<file path="config.mk">
export PLATFORM = sky130hd
export DESIGN_NAME = btr_control_regs
export DESIGN_NICKNAME = d
export VERILOG_FILES = /design/src/hdl/btr_pkg.sv /design/src/hdl/btr_control_regs.sv
export VERILOG_INCLUDE_DIRS = /design/src /design/src/hdl
export SDC_FILE = /design/constraint.sdc
export NUM_CORES = 1
export LEC_CHECK = 0
export ABC_AREA = 1
export BUFFER_PORTS_ARGS = -buffer_cell sky130_fd_sc_hd__buf_2
export CELL_PAD_IN_SITES_DETAIL_PLACEMENT = 1
export CELL_PAD_IN_SITES_GLOBAL_PLACEMENT = 2
export CORE_MARGIN = 1.5
export CORE_UTILIZATION = 33
export DETAILED_ROUTE_END_ITERATION = 8
export GPL_ROUTABILITY_DRIVEN = 1
export GPL_TIMING_DRIVEN = 0
export HOLD_SLACK_MARGIN = 0.06
export PLACE_DENSITY = 0.84
export SYNTH_ARGS = -nofsm -noshare
export SYNTH_HDL_FRONTEND = slang
export SYNTH_SLANG_ARGS = --single-unit
</file>
<file path="constraint.sdc">
create_clock -name clk -period 3.8 [get_ports clk]
set_clock_uncertainty 0.2 [all_clocks]
set_input_delay 0.57 -clock clk [delete_from_list [all_inputs] [get_ports clk]]
set_output_delay 0.57 -clock clk [all_outputs]
set_load 0.01 [all_outputs]
</file>
<file path="src/hdl/btr_consts.svh">
// register offsets, field positions and reset values of the baseband control registers
`ifndef BTR_CONSTS_SVH
`define BTR_CONSTS_SVH
`define BTR_ADDR_W 7
`define BTR_OFS_INTERRUPT_ROUTING 7'h02
`define BTR_OFS_TRANSMIT_SETUP 7'h03
`define BTR_OFS_TX_FIFO_BASE 7'h04
`define BTR_OFS_RECEIVE_SETUP_MAIN 7'h08
`define BTR_OFS_RECEIVE_SAMPLING_DELAY 7'h09
`define BTR_RST_REG 8'h00
`define BTR_RST_FIFO_WORD 10'h000
`define BTR_IR_CODEC_CLK 7
`define BTR_IR_SECOND_HI 6
`define BTR_IR_SECOND_LO 4
`define BTR_IR_TX_CLK 3
`define BTR_IR_FIRST_HI 2
`define BTR_IR_FIRST_LO 0
`define BTR_TS_SYM_ALIGN 7
`define BTR_TS_DW_SAMPLE_RATE 6
`define BTR_TS_DIRECT_WRITE 5
`define BTR_TS_MOD_BYPASS 4
`define BTR_TS_TX_ENABLE 3
`define BTR_TS_RAMP_LINEAR 2
`define BTR_TS_RAMP_ENABLE 1
`define BTR_TS_TX_COEF_RESET 0
`define BTR_RS_FRAME32 7
`define BTR_RS_ODD_SAMPLES 6
`define BTR_RS_CHAN_TAG 5
`define BTR_RS_LSB_FIRST 4
`define BTR_RS_RX_ENABLE 3
`define BTR_RS_READBACK2 2
`define BTR_RS_READBACK1 1
`define BTR_RS_RX_COEF_RESET 0
`define BTR_FW_RAMP_UP 9
`define BTR_FW_MULTI_SYMBOL 8
`define BTR_FW_POINT_HI 2
`define BTR_FW_POINT_LO 0
`define BTR_RD_Q_HI 7
`define BTR_RD_Q_LO 4
`define BTR_RD_I_HI 3
`define BTR_RD_I_LO 0
`endif

</file>
<file path="src/hdl/btr_pkg.sv">
// types shared by the baseband control register bank
`default_nettype none
package btr_pkg;
  typedef struct packed {
    logic [6:0] addr;
    logic [7:0] wdata;
    logic wr;
    logic rd;
  } btr_bus_req_s;

  typedef struct packed {
    logic [9:0] word;
    logic valid;
  } btr_fifo_word_s;

  typedef struct packed {
    logic frame32;
    logic odd_samples;
    logic chan_tag;
    logic lsb_first;
    logic rx_enable;
    logic readback2;
    logic readback1;
    logic coef_reset;
    logic signed [3:0] q_delay;
    logic signed [3:0] i_delay;
  } btr_rx_ctrl_s;

  typedef struct packed {
    logic sym_align;
    logic dw_sample_rate;
    logic direct_write;
    logic mod_bypass;
    logic tx_enable;
    logic ramp_linear;
    logic ramp_enable;
    logic coef_reset;
  } btr_tx_ctrl_s;
endpackage : btr_pkg
`default_nettype wire

</file>
<file path="src/hdl/btr_control_regs.sv">
// control register bank of the radio baseband: interrupt routing, transmit and receive set-up
`include "btr_consts.svh"
`default_nettype none

module btr_control_regs (
  input wire logic clk,
  input wire logic resetn,
  input wire btr_pkg::btr_bus_req_s bus_req,
  output logic [7:0] rdata,
  input wire logic [2:0] status_irq,
  input wire logic codec_sample_clk,
  input wire logic tx_sample_clk,
  input wire logic ramp_down_done,
  output logic interrupt_pin_first_n,
  output logic interrupt_pin_second_n,
  output btr_pkg::btr_tx_ctrl_s tx_ctrl,
  output btr_pkg::btr_fifo_word_s fifo_word,
  output logic symbol_realign,
  output logic tx_path_active,
  output logic [2:0] fifo_symbol_count,
  output logic [2:0] constellation_point,
  output logic ramp_target_full,
  output btr_pkg::btr_rx_ctrl_s rx_ctrl
);
  import btr_pkg::*;

  // ----------------------------------------
  // reset release
  // ----------------------------------------
  logic rst_meta_n;
  logic rst_n;

  always_ff @(posedge clk or negedge resetn) begin
    if (!resetn) begin
      rst_meta_n <= 1'b0;
      rst_n <= 1'b0;
    end else begin
      rst_meta_n <= 1'b1;
      rst_n <= rst_meta_n;
    end
  end

  // ----------------------------------------
  // address decode
  // ----------------------------------------
  logic [7:0] interrupt_routing;
  logic [7:0] transmit_setup;
  logic [7:0] receive_setup_main;
  logic [7:0] receive_sampling_delay;
  logic [9:0] transmit_fifo_word;
  logic word_valid;

  wire sel_ir = bus_req.addr == `BTR_OFS_INTERRUPT_ROUTING;
  wire sel_ts = bus_req.addr == `BTR_OFS_TRANSMIT_SETUP;
  wire [4:0] fifo_page = 5'(`BTR_OFS_TX_FIFO_BASE >> 2);
  wire sel_fifo = bus_req.addr[6:2] == fifo_page;
  wire sel_rs = bus_req.addr == `BTR_OFS_RECEIVE_SETUP_MAIN;
  wire sel_rd = bus_req.addr == `BTR_OFS_RECEIVE_SAMPLING_DELAY;
  wire wr_fifo = bus_req.wr && sel_fifo;
  // address low bits carry the upper data bits of the fifo word
  wire [9:0] next_fifo_word = {bus_req.addr[1:0], bus_req.wdata};

  // fifo window is write only and unmapped offsets read zero
  logic [7:0] next_rdata;
  always_comb begin
    if (!bus_req.rd) begin
      next_rdata = 8'h00;
    end else if (sel_ir) begin
      next_rdata = interrupt_routing;
    end else if (sel_ts) begin
      next_rdata = transmit_setup;
    end else if (sel_rs) begin
      next_rdata = receive_setup_main;
    end else if (sel_rd) begin
      next_rdata = receive_sampling_delay;
    end else begin
      next_rdata = 8'h00;
    end
  end

  // ----------------------------------------
  // registers
  // ----------------------------------------
  // one write enable per register keeps each flop block to a single decision
  wire wr_ir = bus_req.wr && sel_ir;
  wire wr_ts = bus_req.wr && sel_ts;
  wire wr_rs = bus_req.wr && sel_rs;
  wire wr_rd = bus_req.wr && sel_rd;

  // read data stand for one cycle only, zero otherwise
  always_ff @(posedge clk or negedge rst_n) begin
    if (!rst_n) begin
      rdata <= `BTR_RST_REG;
    end else begin
      rdata <= next_rdata;
    end
  end

  always_ff @(posedge clk or negedge rst_n) begin
    if (!rst_n) begin
      interrupt_routing <= `BTR_RST_REG;
    end else if (wr_ir) begin
      interrupt_routing <= bus_req.wdata;
    end
  end

  always_ff @(posedge clk or negedge rst_n) begin
    if (!rst_n) begin
      transmit_setup <= `BTR_RST_REG;
    end else if (wr_ts) begin
      transmit_setup <= bus_req.wdata;
    end
  end

  always_ff @(posedge clk or negedge rst_n) begin
    if (!rst_n) begin
      receive_setup_main <= `BTR_RST_REG;
    end else if (wr_rs) begin
      receive_setup_main <= bus_req.wdata;
    end
  end

  always_ff @(posedge clk or negedge rst_n) begin
    if (!rst_n) begin
      receive_sampling_delay <= `BTR_RST_REG;
    end else if (wr_rd) begin
      receive_sampling_delay <= bus_req.wdata;
    end
  end

  always_ff @(posedge clk or negedge rst_n) begin
    if (!rst_n) begin
      transmit_fifo_word <= `BTR_RST_FIFO_WORD;
      word_valid <= 1'b0;
    end else begin
      word_valid <= wr_fifo;
      if (wr_fifo) begin
        transmit_fifo_word <= next_fifo_word;
      end
    end
  end

  // ----------------------------------------
  // interrupt pin routing
  // ----------------------------------------
  // pins are active low; status sources are taken as active-high levels
  wire [2:0] first_gate = interrupt_routing[`BTR_IR_FIRST_HI:`BTR_IR_FIRST_LO];
  wire [2:0] second_gate = interrupt_routing[`BTR_IR_SECOND_HI:`BTR_IR_SECOND_LO];
  wire first_status = |(first_gate & status_irq);
  wire second_status = |(second_gate & status_irq);
  wire first_clk = interrupt_routing[`BTR_IR_TX_CLK] & tx_sample_clk;
  // codec clock only toggles while the codec runs, so nothing extra to gate here
  wire second_clk = interrupt_routing[`BTR_IR_CODEC_CLK] & codec_sample_clk;

  wire next_first_n = ~(first_status | first_clk);
  wire next_second_n = ~(second_status | second_clk);

  // registered pins: a glitch on a status input reaches the host only if it spans a clk edge
  always_ff @(posedge clk or negedge rst_n) begin
    if (!rst_n) begin
      interrupt_pin_first_n <= 1'b1;
    end else begin
      interrupt_pin_first_n <= next_first_n;
    end
  end

  always_ff @(posedge clk or negedge rst_n) begin
    if (!rst_n) begin
      interrupt_pin_second_n <= 1'b1;
    end else begin
      interrupt_pin_second_n <= next_second_n;
    end
  end

  // ----------------------------------------
  // transmit control
  // ----------------------------------------
  assign tx_ctrl.sym_align = transmit_setup[`BTR_TS_SYM_ALIGN];
  assign tx_ctrl.dw_sample_rate = transmit_setup[`BTR_TS_DW_SAMPLE_RATE];
  assign tx_ctrl.direct_write = transmit_setup[`BTR_TS_DIRECT_WRITE];
  assign tx_ctrl.mod_bypass = transmit_setup[`BTR_TS_MOD_BYPASS];
  assign tx_ctrl.tx_enable = transmit_setup[`BTR_TS_TX_ENABLE];
  assign tx_ctrl.ramp_linear = transmit_setup[`BTR_TS_RAMP_LINEAR];
  assign tx_ctrl.ramp_enable = transmit_setup[`BTR_TS_RAMP_ENABLE];
  assign tx_ctrl.coef_reset = transmit_setup[`BTR_TS_TX_COEF_RESET];

  assign fifo_word.word = transmit_fifo_word;
  assign fifo_word.valid = word_valid;

  // realign pulse on the rising edge of transmit enable
  logic tx_enable_q;
  always_ff @(posedge clk or negedge rst_n) begin
    if (!rst_n) begin
      tx_enable_q <= 1'b0;
    end else begin
      tx_enable_q <= tx_ctrl.tx_enable;
    end
  end
  assign symbol_realign = tx_ctrl.sym_align & tx_ctrl.tx_enable & ~tx_enable_q;

  // direct write takes the filter input, so the fifo word steers only the active flag then
  wire use_modulator = ~tx_ctrl.direct_write;
  wire ramp_bit = transmit_fifo_word[`BTR_FW_RAMP_UP];
  wire [2:0] next_count = transmit_fifo_word[`BTR_FW_MULTI_SYMBOL] ? 3'h4 : 3'h1;

  wire take_word = word_valid && use_modulator;
  wire [2:0] fifo_point = transmit_fifo_word[`BTR_FW_POINT_HI:`BTR_FW_POINT_LO];
  // bypass sends one absolute point per word
  wire [2:0] next_symbols = tx_ctrl.mod_bypass ? 3'h1 : next_count;
  wire [2:0] next_point = tx_ctrl.mod_bypass ? fifo_point : 3'h0;

  always_ff @(posedge clk or negedge rst_n) begin
    if (!rst_n) begin
      ramp_target_full <= 1'b0;
    end else if (take_word) begin
      ramp_target_full <= ramp_bit;
    end
  end

  always_ff @(posedge clk or negedge rst_n) begin
    if (!rst_n) begin
      fifo_symbol_count <= 3'h0;
    end else if (take_word) begin
      fifo_symbol_count <= next_symbols;
    end
  end

  always_ff @(posedge clk or negedge rst_n) begin
    if (!rst_n) begin
      constellation_point <= 3'h0;
    end else if (take_word) begin
      constellation_point <= next_point;
    end
  end

  // active flag: set by enable with a ramp-up word, cleared at end of ramp-down
  logic next_active;
  always_comb begin
    next_active = tx_path_active;
    if (!tx_ctrl.tx_enable) begin
      next_active = 1'b0;
    end else if (word_valid && ramp_bit) begin
      next_active = 1'b1;
    end else if (ramp_down_done && !ramp_target_full) begin
      next_active = 1'b0;
    end
  end

  always_ff @(posedge clk or negedge rst_n) begin
    if (!rst_n) begin
      tx_path_active <= 1'b0;
    end else begin
      tx_path_active <= next_active;
    end
  end

  // ----------------------------------------
  // receive control
  // ----------------------------------------
  assign rx_ctrl.frame32 = receive_setup_main[`BTR_RS_FRAME32];
  assign rx_ctrl.odd_samples = receive_setup_main[`BTR_RS_ODD_SAMPLES];
  assign rx_ctrl.chan_tag = receive_setup_main[`BTR_RS_CHAN_TAG];
  assign rx_ctrl.lsb_first = receive_setup_main[`BTR_RS_LSB_FIRST];
  assign rx_ctrl.rx_enable = receive_setup_main[`BTR_RS_RX_ENABLE];
  assign rx_ctrl.readback2 = receive_setup_main[`BTR_RS_READBACK2];
  assign rx_ctrl.readback1 = receive_setup_main[`BTR_RS_READBACK1];
  assign rx_ctrl.coef_reset = receive_setup_main[`BTR_RS_RX_COEF_RESET];
  assign rx_ctrl.q_delay = receive_sampling_delay[`BTR_RD_Q_HI:`BTR_RD_Q_LO];
  assign rx_ctrl.i_delay = receive_sampling_delay[`BTR_RD_I_HI:`BTR_RD_I_LO];
endmodule // btr_control_regs
`default_nettype wire

</file>
After elaboration in Yosys (flattened, before gate mapping). Cells that the tools add are included.

Add/sub/neg operators: 0. Multipliers: 0. Divide/modulo/power cells: 0. $lt $le $gt $ge: 0. Equal/unequal tests: 6. Shift operators: 0. Muxes and demuxes: 11. Bitwise gates (word level): 12. Reductions and logical operators: 11.

Operators with widths (count): 8-bit two-way mux (5); 7-bit by 2-bit == test with 1-bit output, second input constant (2); 7-bit by 4-bit == test with 1-bit output, second input constant (2); 3-bit two-way mux (3); 1-bit logical AND (8); 3-bit bitwise AND (2); 3-bit OR reduction (2); 5-bit by 1-bit == test with 1-bit output, second input constant (1); 1-bit bitwise AND (4); 1-bit NOT (4); 1-bit two-way mux (3); 3-bit by 1-bit != test with 1-bit output, second input constant (1); 1-bit OR (2); 1-bit logical NOT (1).

Flip-flop bits (word level): 64. Latch bits: 0. Bits in writable memories: 0. ROM bits: 0. Bits of input ports: 25. Output and inout port bits: 54. Word-level logic and storage cells: 56. Memories: 0.

Longest topological paths before layout.
Word-level depth: 6. Mapped depth: 9. Gate-level depth less buffers: 8.

Least setup slack after synthesis. Ideal clock, no wire load.

Path kind: input port to flip-flop. From: in bus_req[16] in the netlist's numbering. To: reg transmit_setup[6], in the netlist tx_ctrl[6]. Setup time: 0.122 ns. Arrival: 1.349 ns. Required time: 3.478 ns. Path slack: 2.129 ns. Cell stages on the path: 8. Path buffers: 2. Cell sequence: nor2_1 > nand2_1 > clkinv_2 > buf_6 > nand3_4 > buf_6 > nand2_1 > o21ai_2.

Longest elaborated chain between the ends: 2.

Ends and longest elaborated chain: start: declaration (line btr_control_regs.sv:8) `input wire btr_pkg::btr_bus_req_s bus_req,`; 7-bit by 2-bit == test with 1-bit output (no line); 1-bit logical AND (line btr_control_regs.sv:86) `wire wr_ts = bus_req.wr && sel_ts;`; end signal: assignment (line btr_control_regs.sv:109) `` transmit_setup <= `BTR_RST_REG; ``; end signal: assignment (line btr_control_regs.sv:111) `transmit_setup <= bus_req.wdata;`; end: declaration (line btr_control_regs.sv:47) `logic [7:0] transmit_setup;`.

Every way passes these cells. A chain may end at the register's enable or synchronous reset.

Worst setup path in the final report.
From: reg transmit_setup[3], in the netlist tx_ctrl[3]. To: out symbol_realign.

Longest elaborated chain between the ends: 2.

Ends and longest elaborated chain: 1-bit bitwise AND (2 in a row) (line btr_control_regs.sv:199) `assign symbol_realign = tx_ctrl.sym_align & tx_ctrl.tx_enable & ~tx_enable_q;`; end: declaration (line btr_control_regs.sv:18) `output logic symbol_realign,`.

Every way passes these cells.

==> results.md <==
- STA puts the critical path data required time at 3.03 ns.
- The number of nets in the final layout is 422.
- The post-CTS setup repair buffer count is 0.
- The routed design could run at a clock period as short as 1.844 ns.
- The maximum level of the CTS H-tree is 3.
- In this run the horizontal extent of the chip is 95.59 um.
- The TritonCTS clock tree is built.
- In this run the cell area of the synthesized design comes to 2829 um^2.
- The depth of the worst register-to-register path is 4.
- The effective utilization at floorplan is 0.3426.
- Relative to the synthesized area, the layout overhead comes to 28.00%.
- The cell count after synthesis came out at 307.
- The critical path class is reg2out.
- The delay contributed by the slowest stage of the critical path is 0.45 ns.
- Along the worst path, the maximum fanout reaches 6.
- The number of CTS-inserted buffers is 9.
- The final hold violation count is 0.
- The remaining design rule violation count is 0.
- The share of the core filled with cells is 0.4385.
- The initial antenna violation count is 0.
- The number of nets in the synthesized netlist is 332.
- The count of fill cells added during filler insertion is 998.
- The core footprint is 8258 um^2.
- The slew at the pin closest to its max-slew limit is 0.6700 ns.
- The via count of the first global-routing pass was 2499.
- The power density over the cells is 473.7 nW/um^2.
- The first routing iteration left 58 violations.
- Measured along the y axis, the die boundary spans 95.59 um.
- The maximum buffer depth of the clock tree is 2.
- The number of buffer cells added on primary ports is 77.
- Setup repair after global routing left no endpoint under its margin.
- The slowest stage of the critical path is the sky130_fd_sc_hd__dfrtp_1 cell.
- The antenna diode count is 0.
- The post-CTS resize count is 0.
- The run finished with clean final reports.
- The accumulated negative setup slack is 0 ns.
- The clock transition time at the flip-flop clock pins of the worst setup and hold paths is 0.08 ns.
- The critical path goes through nand2_1 -> nor2_1 -> buf_2.
- The max-slew headroom at the worst pin is 0.5534.
- After floorplanning, the core was divided into 33 placement rows.
- The maximum frequency from static timing analysis is 542.4 MHz.
- Pin placement for this block handled 79 I/O pins.
- The via count is 2398.
- For this design, the sink count on the clock tree is 63.
- The aggregate routed wire length is 8075 um.
- The final count of negative-setup-slack endpoints is 0.
- The reg-to-reg endpoint is constellation_point[1]$_DFFE_PN0P_.
- In this run the remaining antenna-violating nets after routing total 0.
- The estimated wirelength of the detail-placed design is 5884 um.
- The share of final-layout standard cells stronger than drive strength 1 is 0.3607.
- The wire length per cell is 15.93 um.
- STA classifies the critical path startpoint as a flop.
- The first global-routing pass estimated 12920 um of wire.
- The largest net degree at the start of global routing is 34.
- The first detailed-routing pass ran for 4 iterations.
- The clock latency reported for the late side of the worst-skew pair is 0.35 ns.
- Hold timing on the final database bottoms out at a slack of 0.1110 ns.
- The count of warnings emitted by yosys is 0.
- Across all register-to-register paths, the minimum setup slack is 2.34 ns.
- The synthesized area per cell is 9.215 um^2.
- In this run the critical register-to-register path is launched from tx_ctrl[5]$_DFFE_PN0P_.
- The final cycle utilization of the critical path is 0.4851.
- The classification of the worst-slack hold path is reg2async.
- The die area is 9137 um^2.
- The number of pins exceeding their max-slew limit in the final report is 0.
- The routability congestion estimate is 0.7575.
- The average via count per standard cell is 4.730.
- Clock tree synthesis selected as its root buffer the cell sky130_fd_sc_hd__clkbuf_8.
- The overall fraction of global-route tracks in use is 0.1976.
- The number of different library cells used by synthesis comes to 25.
- The final global-route overflow total is 0.
- STA classifies the critical path endpoint as an output port.
- After clock tree synthesis, the flow added hold-fix buffers numbering 1.
- The leakage power summed over all cells is 1.955 nW.
- VDD sags by at most 141.7 uV.
- The number of max-capacitance violations reported is 0.
- The worst path meets setup with 1.956 ns of slack.
- The register area share after synthesis is 0.5582.
- The signal arrival time at the worst endpoint is 1.07 ns.
- OpenSTA, run right after detailed placement, puts the worst setup slack at 1.832 ns.
- Counting flops and latches in the post-synthesis netlist gives 63.
[Yosys cell counts]
cell type	instances	area [um^2]
sky130_fd_sc_hd__a21boi_0	1	7.510
sky130_fd_sc_hd__a221oi_1	2	17.52
sky130_fd_sc_hd__buf_2	3	15.01
sky130_fd_sc_hd__buf_4	3	22.52
sky130_fd_sc_hd__buf_6	6	67.56
sky130_fd_sc_hd__clkinv_2	1	5.000
sky130_fd_sc_hd__conb_1	2	7.510
sky130_fd_sc_hd__dfrtp_1	61	1526
sky130_fd_sc_hd__dfstp_2	2	52.55
sky130_fd_sc_hd__inv_1	21	78.83
sky130_fd_sc_hd__inv_2	3	11.26
sky130_fd_sc_hd__nand2_1	91	341.6
sky130_fd_sc_hd__nand2_2	2	12.51
sky130_fd_sc_hd__nand2_4	1	11.26
sky130_fd_sc_hd__nand3_1	19	95.09
sky130_fd_sc_hd__nand3_4	3	52.55
sky130_fd_sc_hd__nand3b_1	1	7.510
sky130_fd_sc_hd__nand4_1	1	6.260
sky130_fd_sc_hd__nor2_1	28	105.1
sky130_fd_sc_hd__nor2_2	1	6.260
sky130_fd_sc_hd__nor2_4	3	33.78
sky130_fd_sc_hd__o21a_1	1	7.510
sky130_fd_sc_hd__o21ai_0	8	40.04
sky130_fd_sc_hd__o21ai_1	21	105.1
sky130_fd_sc_hd__o21ai_2	22	192.7
[state kept, by name (all words and copies together), names as in the netlist, 2 cells and up]
| signal | flops |
|---|---|
| constellation_point | 3 |
| fifo_symbol_count | 2 |
| interrupt_routing | 8 |
| rdata | 8 |
| receive_sampling_delay | 8 |
| receive_setup_main | 8 |
| transmit_fifo_word | 10 |
| tx_ctrl | 8 |
[where the power goes]
group / switching, W / leakage, nW / total, W / internal (W)
sequential: 0.0000519 / 0.843 / 0.000783 / 0.000731
combinational: 0.000120 / 0.992 / 0.000207 / 0.0000864
clock: 0.000288 / 0.120 / 0.000725 / 0.000438
total: 0.000460 / 1.95 / 0.00172 / 0.00125
[worst max path at each step]
stage | start | to | slack, ns | cells past startpoint
after detailed placement | bus_req[16] | receive_sampling_delay[6]$_DFFE_PN0P_ | 1.83 | 8
after floorplan | rst_n$_DFF_PN0_ | constellation_point[0]$_DFFE_PN0P_ | 1.72 | 0
final | tx_ctrl[3]$_DFFE_PN0P_ | symbol_realign | 1.96 | 3
after global placement | rst_n$_DFF_PN0_ | interrupt_routing[7]$_DFFE_PN0P_ | 0.96 | 0
after CTS | tx_ctrl[3]$_DFFE_PN0P_ | symbol_realign | 1.93 | 3
after global routing | tx_ctrl[3]$_DFFE_PN0P_ | symbol_realign | 1.86 | 3
[cell usage in the layout (no fill, tap or decap), drive strengths merged, types with 2 or more instances in the layout]
cell type and instances:
conb 2, nor2 32, dfstp 2, bufinv 3, nand2 94, dfrtp 61
o21ai 51, buf 90, nand3 22, a221oi 2, clkinv 3, inv 25
clkbuf 9
[stage by stage]
| step | power, W | area [um^2] | cells |
|---|---|---|---|
| 2_1_floorplan | 0.0008983 | 2829 | 307 |
| 6_report | 0.001715 | 3621 | 507 |
| 4_1_cts | 0.001734 | 3621 | 507 |
| 5_1_grt | 0.001793 | 3621 | 507 |
| 3_5_place_dp | 0.001006 | 3367 | 490 |
| 3_3_place_gp | 0.0009951 | 3346 | 489 |
[critical path: cells and delay by family, from the launching register on]
family        cells  cell delay [ns]
simple gates      2             0.15
buf+inv           1             0.13
flops             1             0.45
[cell families (layout without fill, tap and decap cells)]
kind of cell,Yosys count,after routing,share of synthesized area
buf+inv,37,132,0.07076
compound gates,55,55,0.1309
flops,63,63,0.5582
other cells,2,2,0.002655
simple gates,150,150,0.2375
[layout make-up]
type                       count  area (um^2)  area share
multi-input combinational    207         1050      0.2899
tap                          105        131.4     0.03628
clock inverter                 7        120.1     0.03317
sequential                    63         1580      0.4364
timing repair buffer          79        415.4      0.1147
inverter                      25        95.09     0.02626
buffer                        12        105.1     0.02903
clock buffer                   9        123.9     0.03421
[layer usage]
layer | wire length (um) | share of wire | track usage
met2 | 4129 | 0.51 | 0.3286
met5 | 0 | 0 | 0
met3 | 302 | 0.037 | 0.03509
met1 | 3516 | 0.44 | 0.2485
met4 | 127 | 0.016 | 0.09069
No activity file was read; power rests on OpenSTA's default activity.
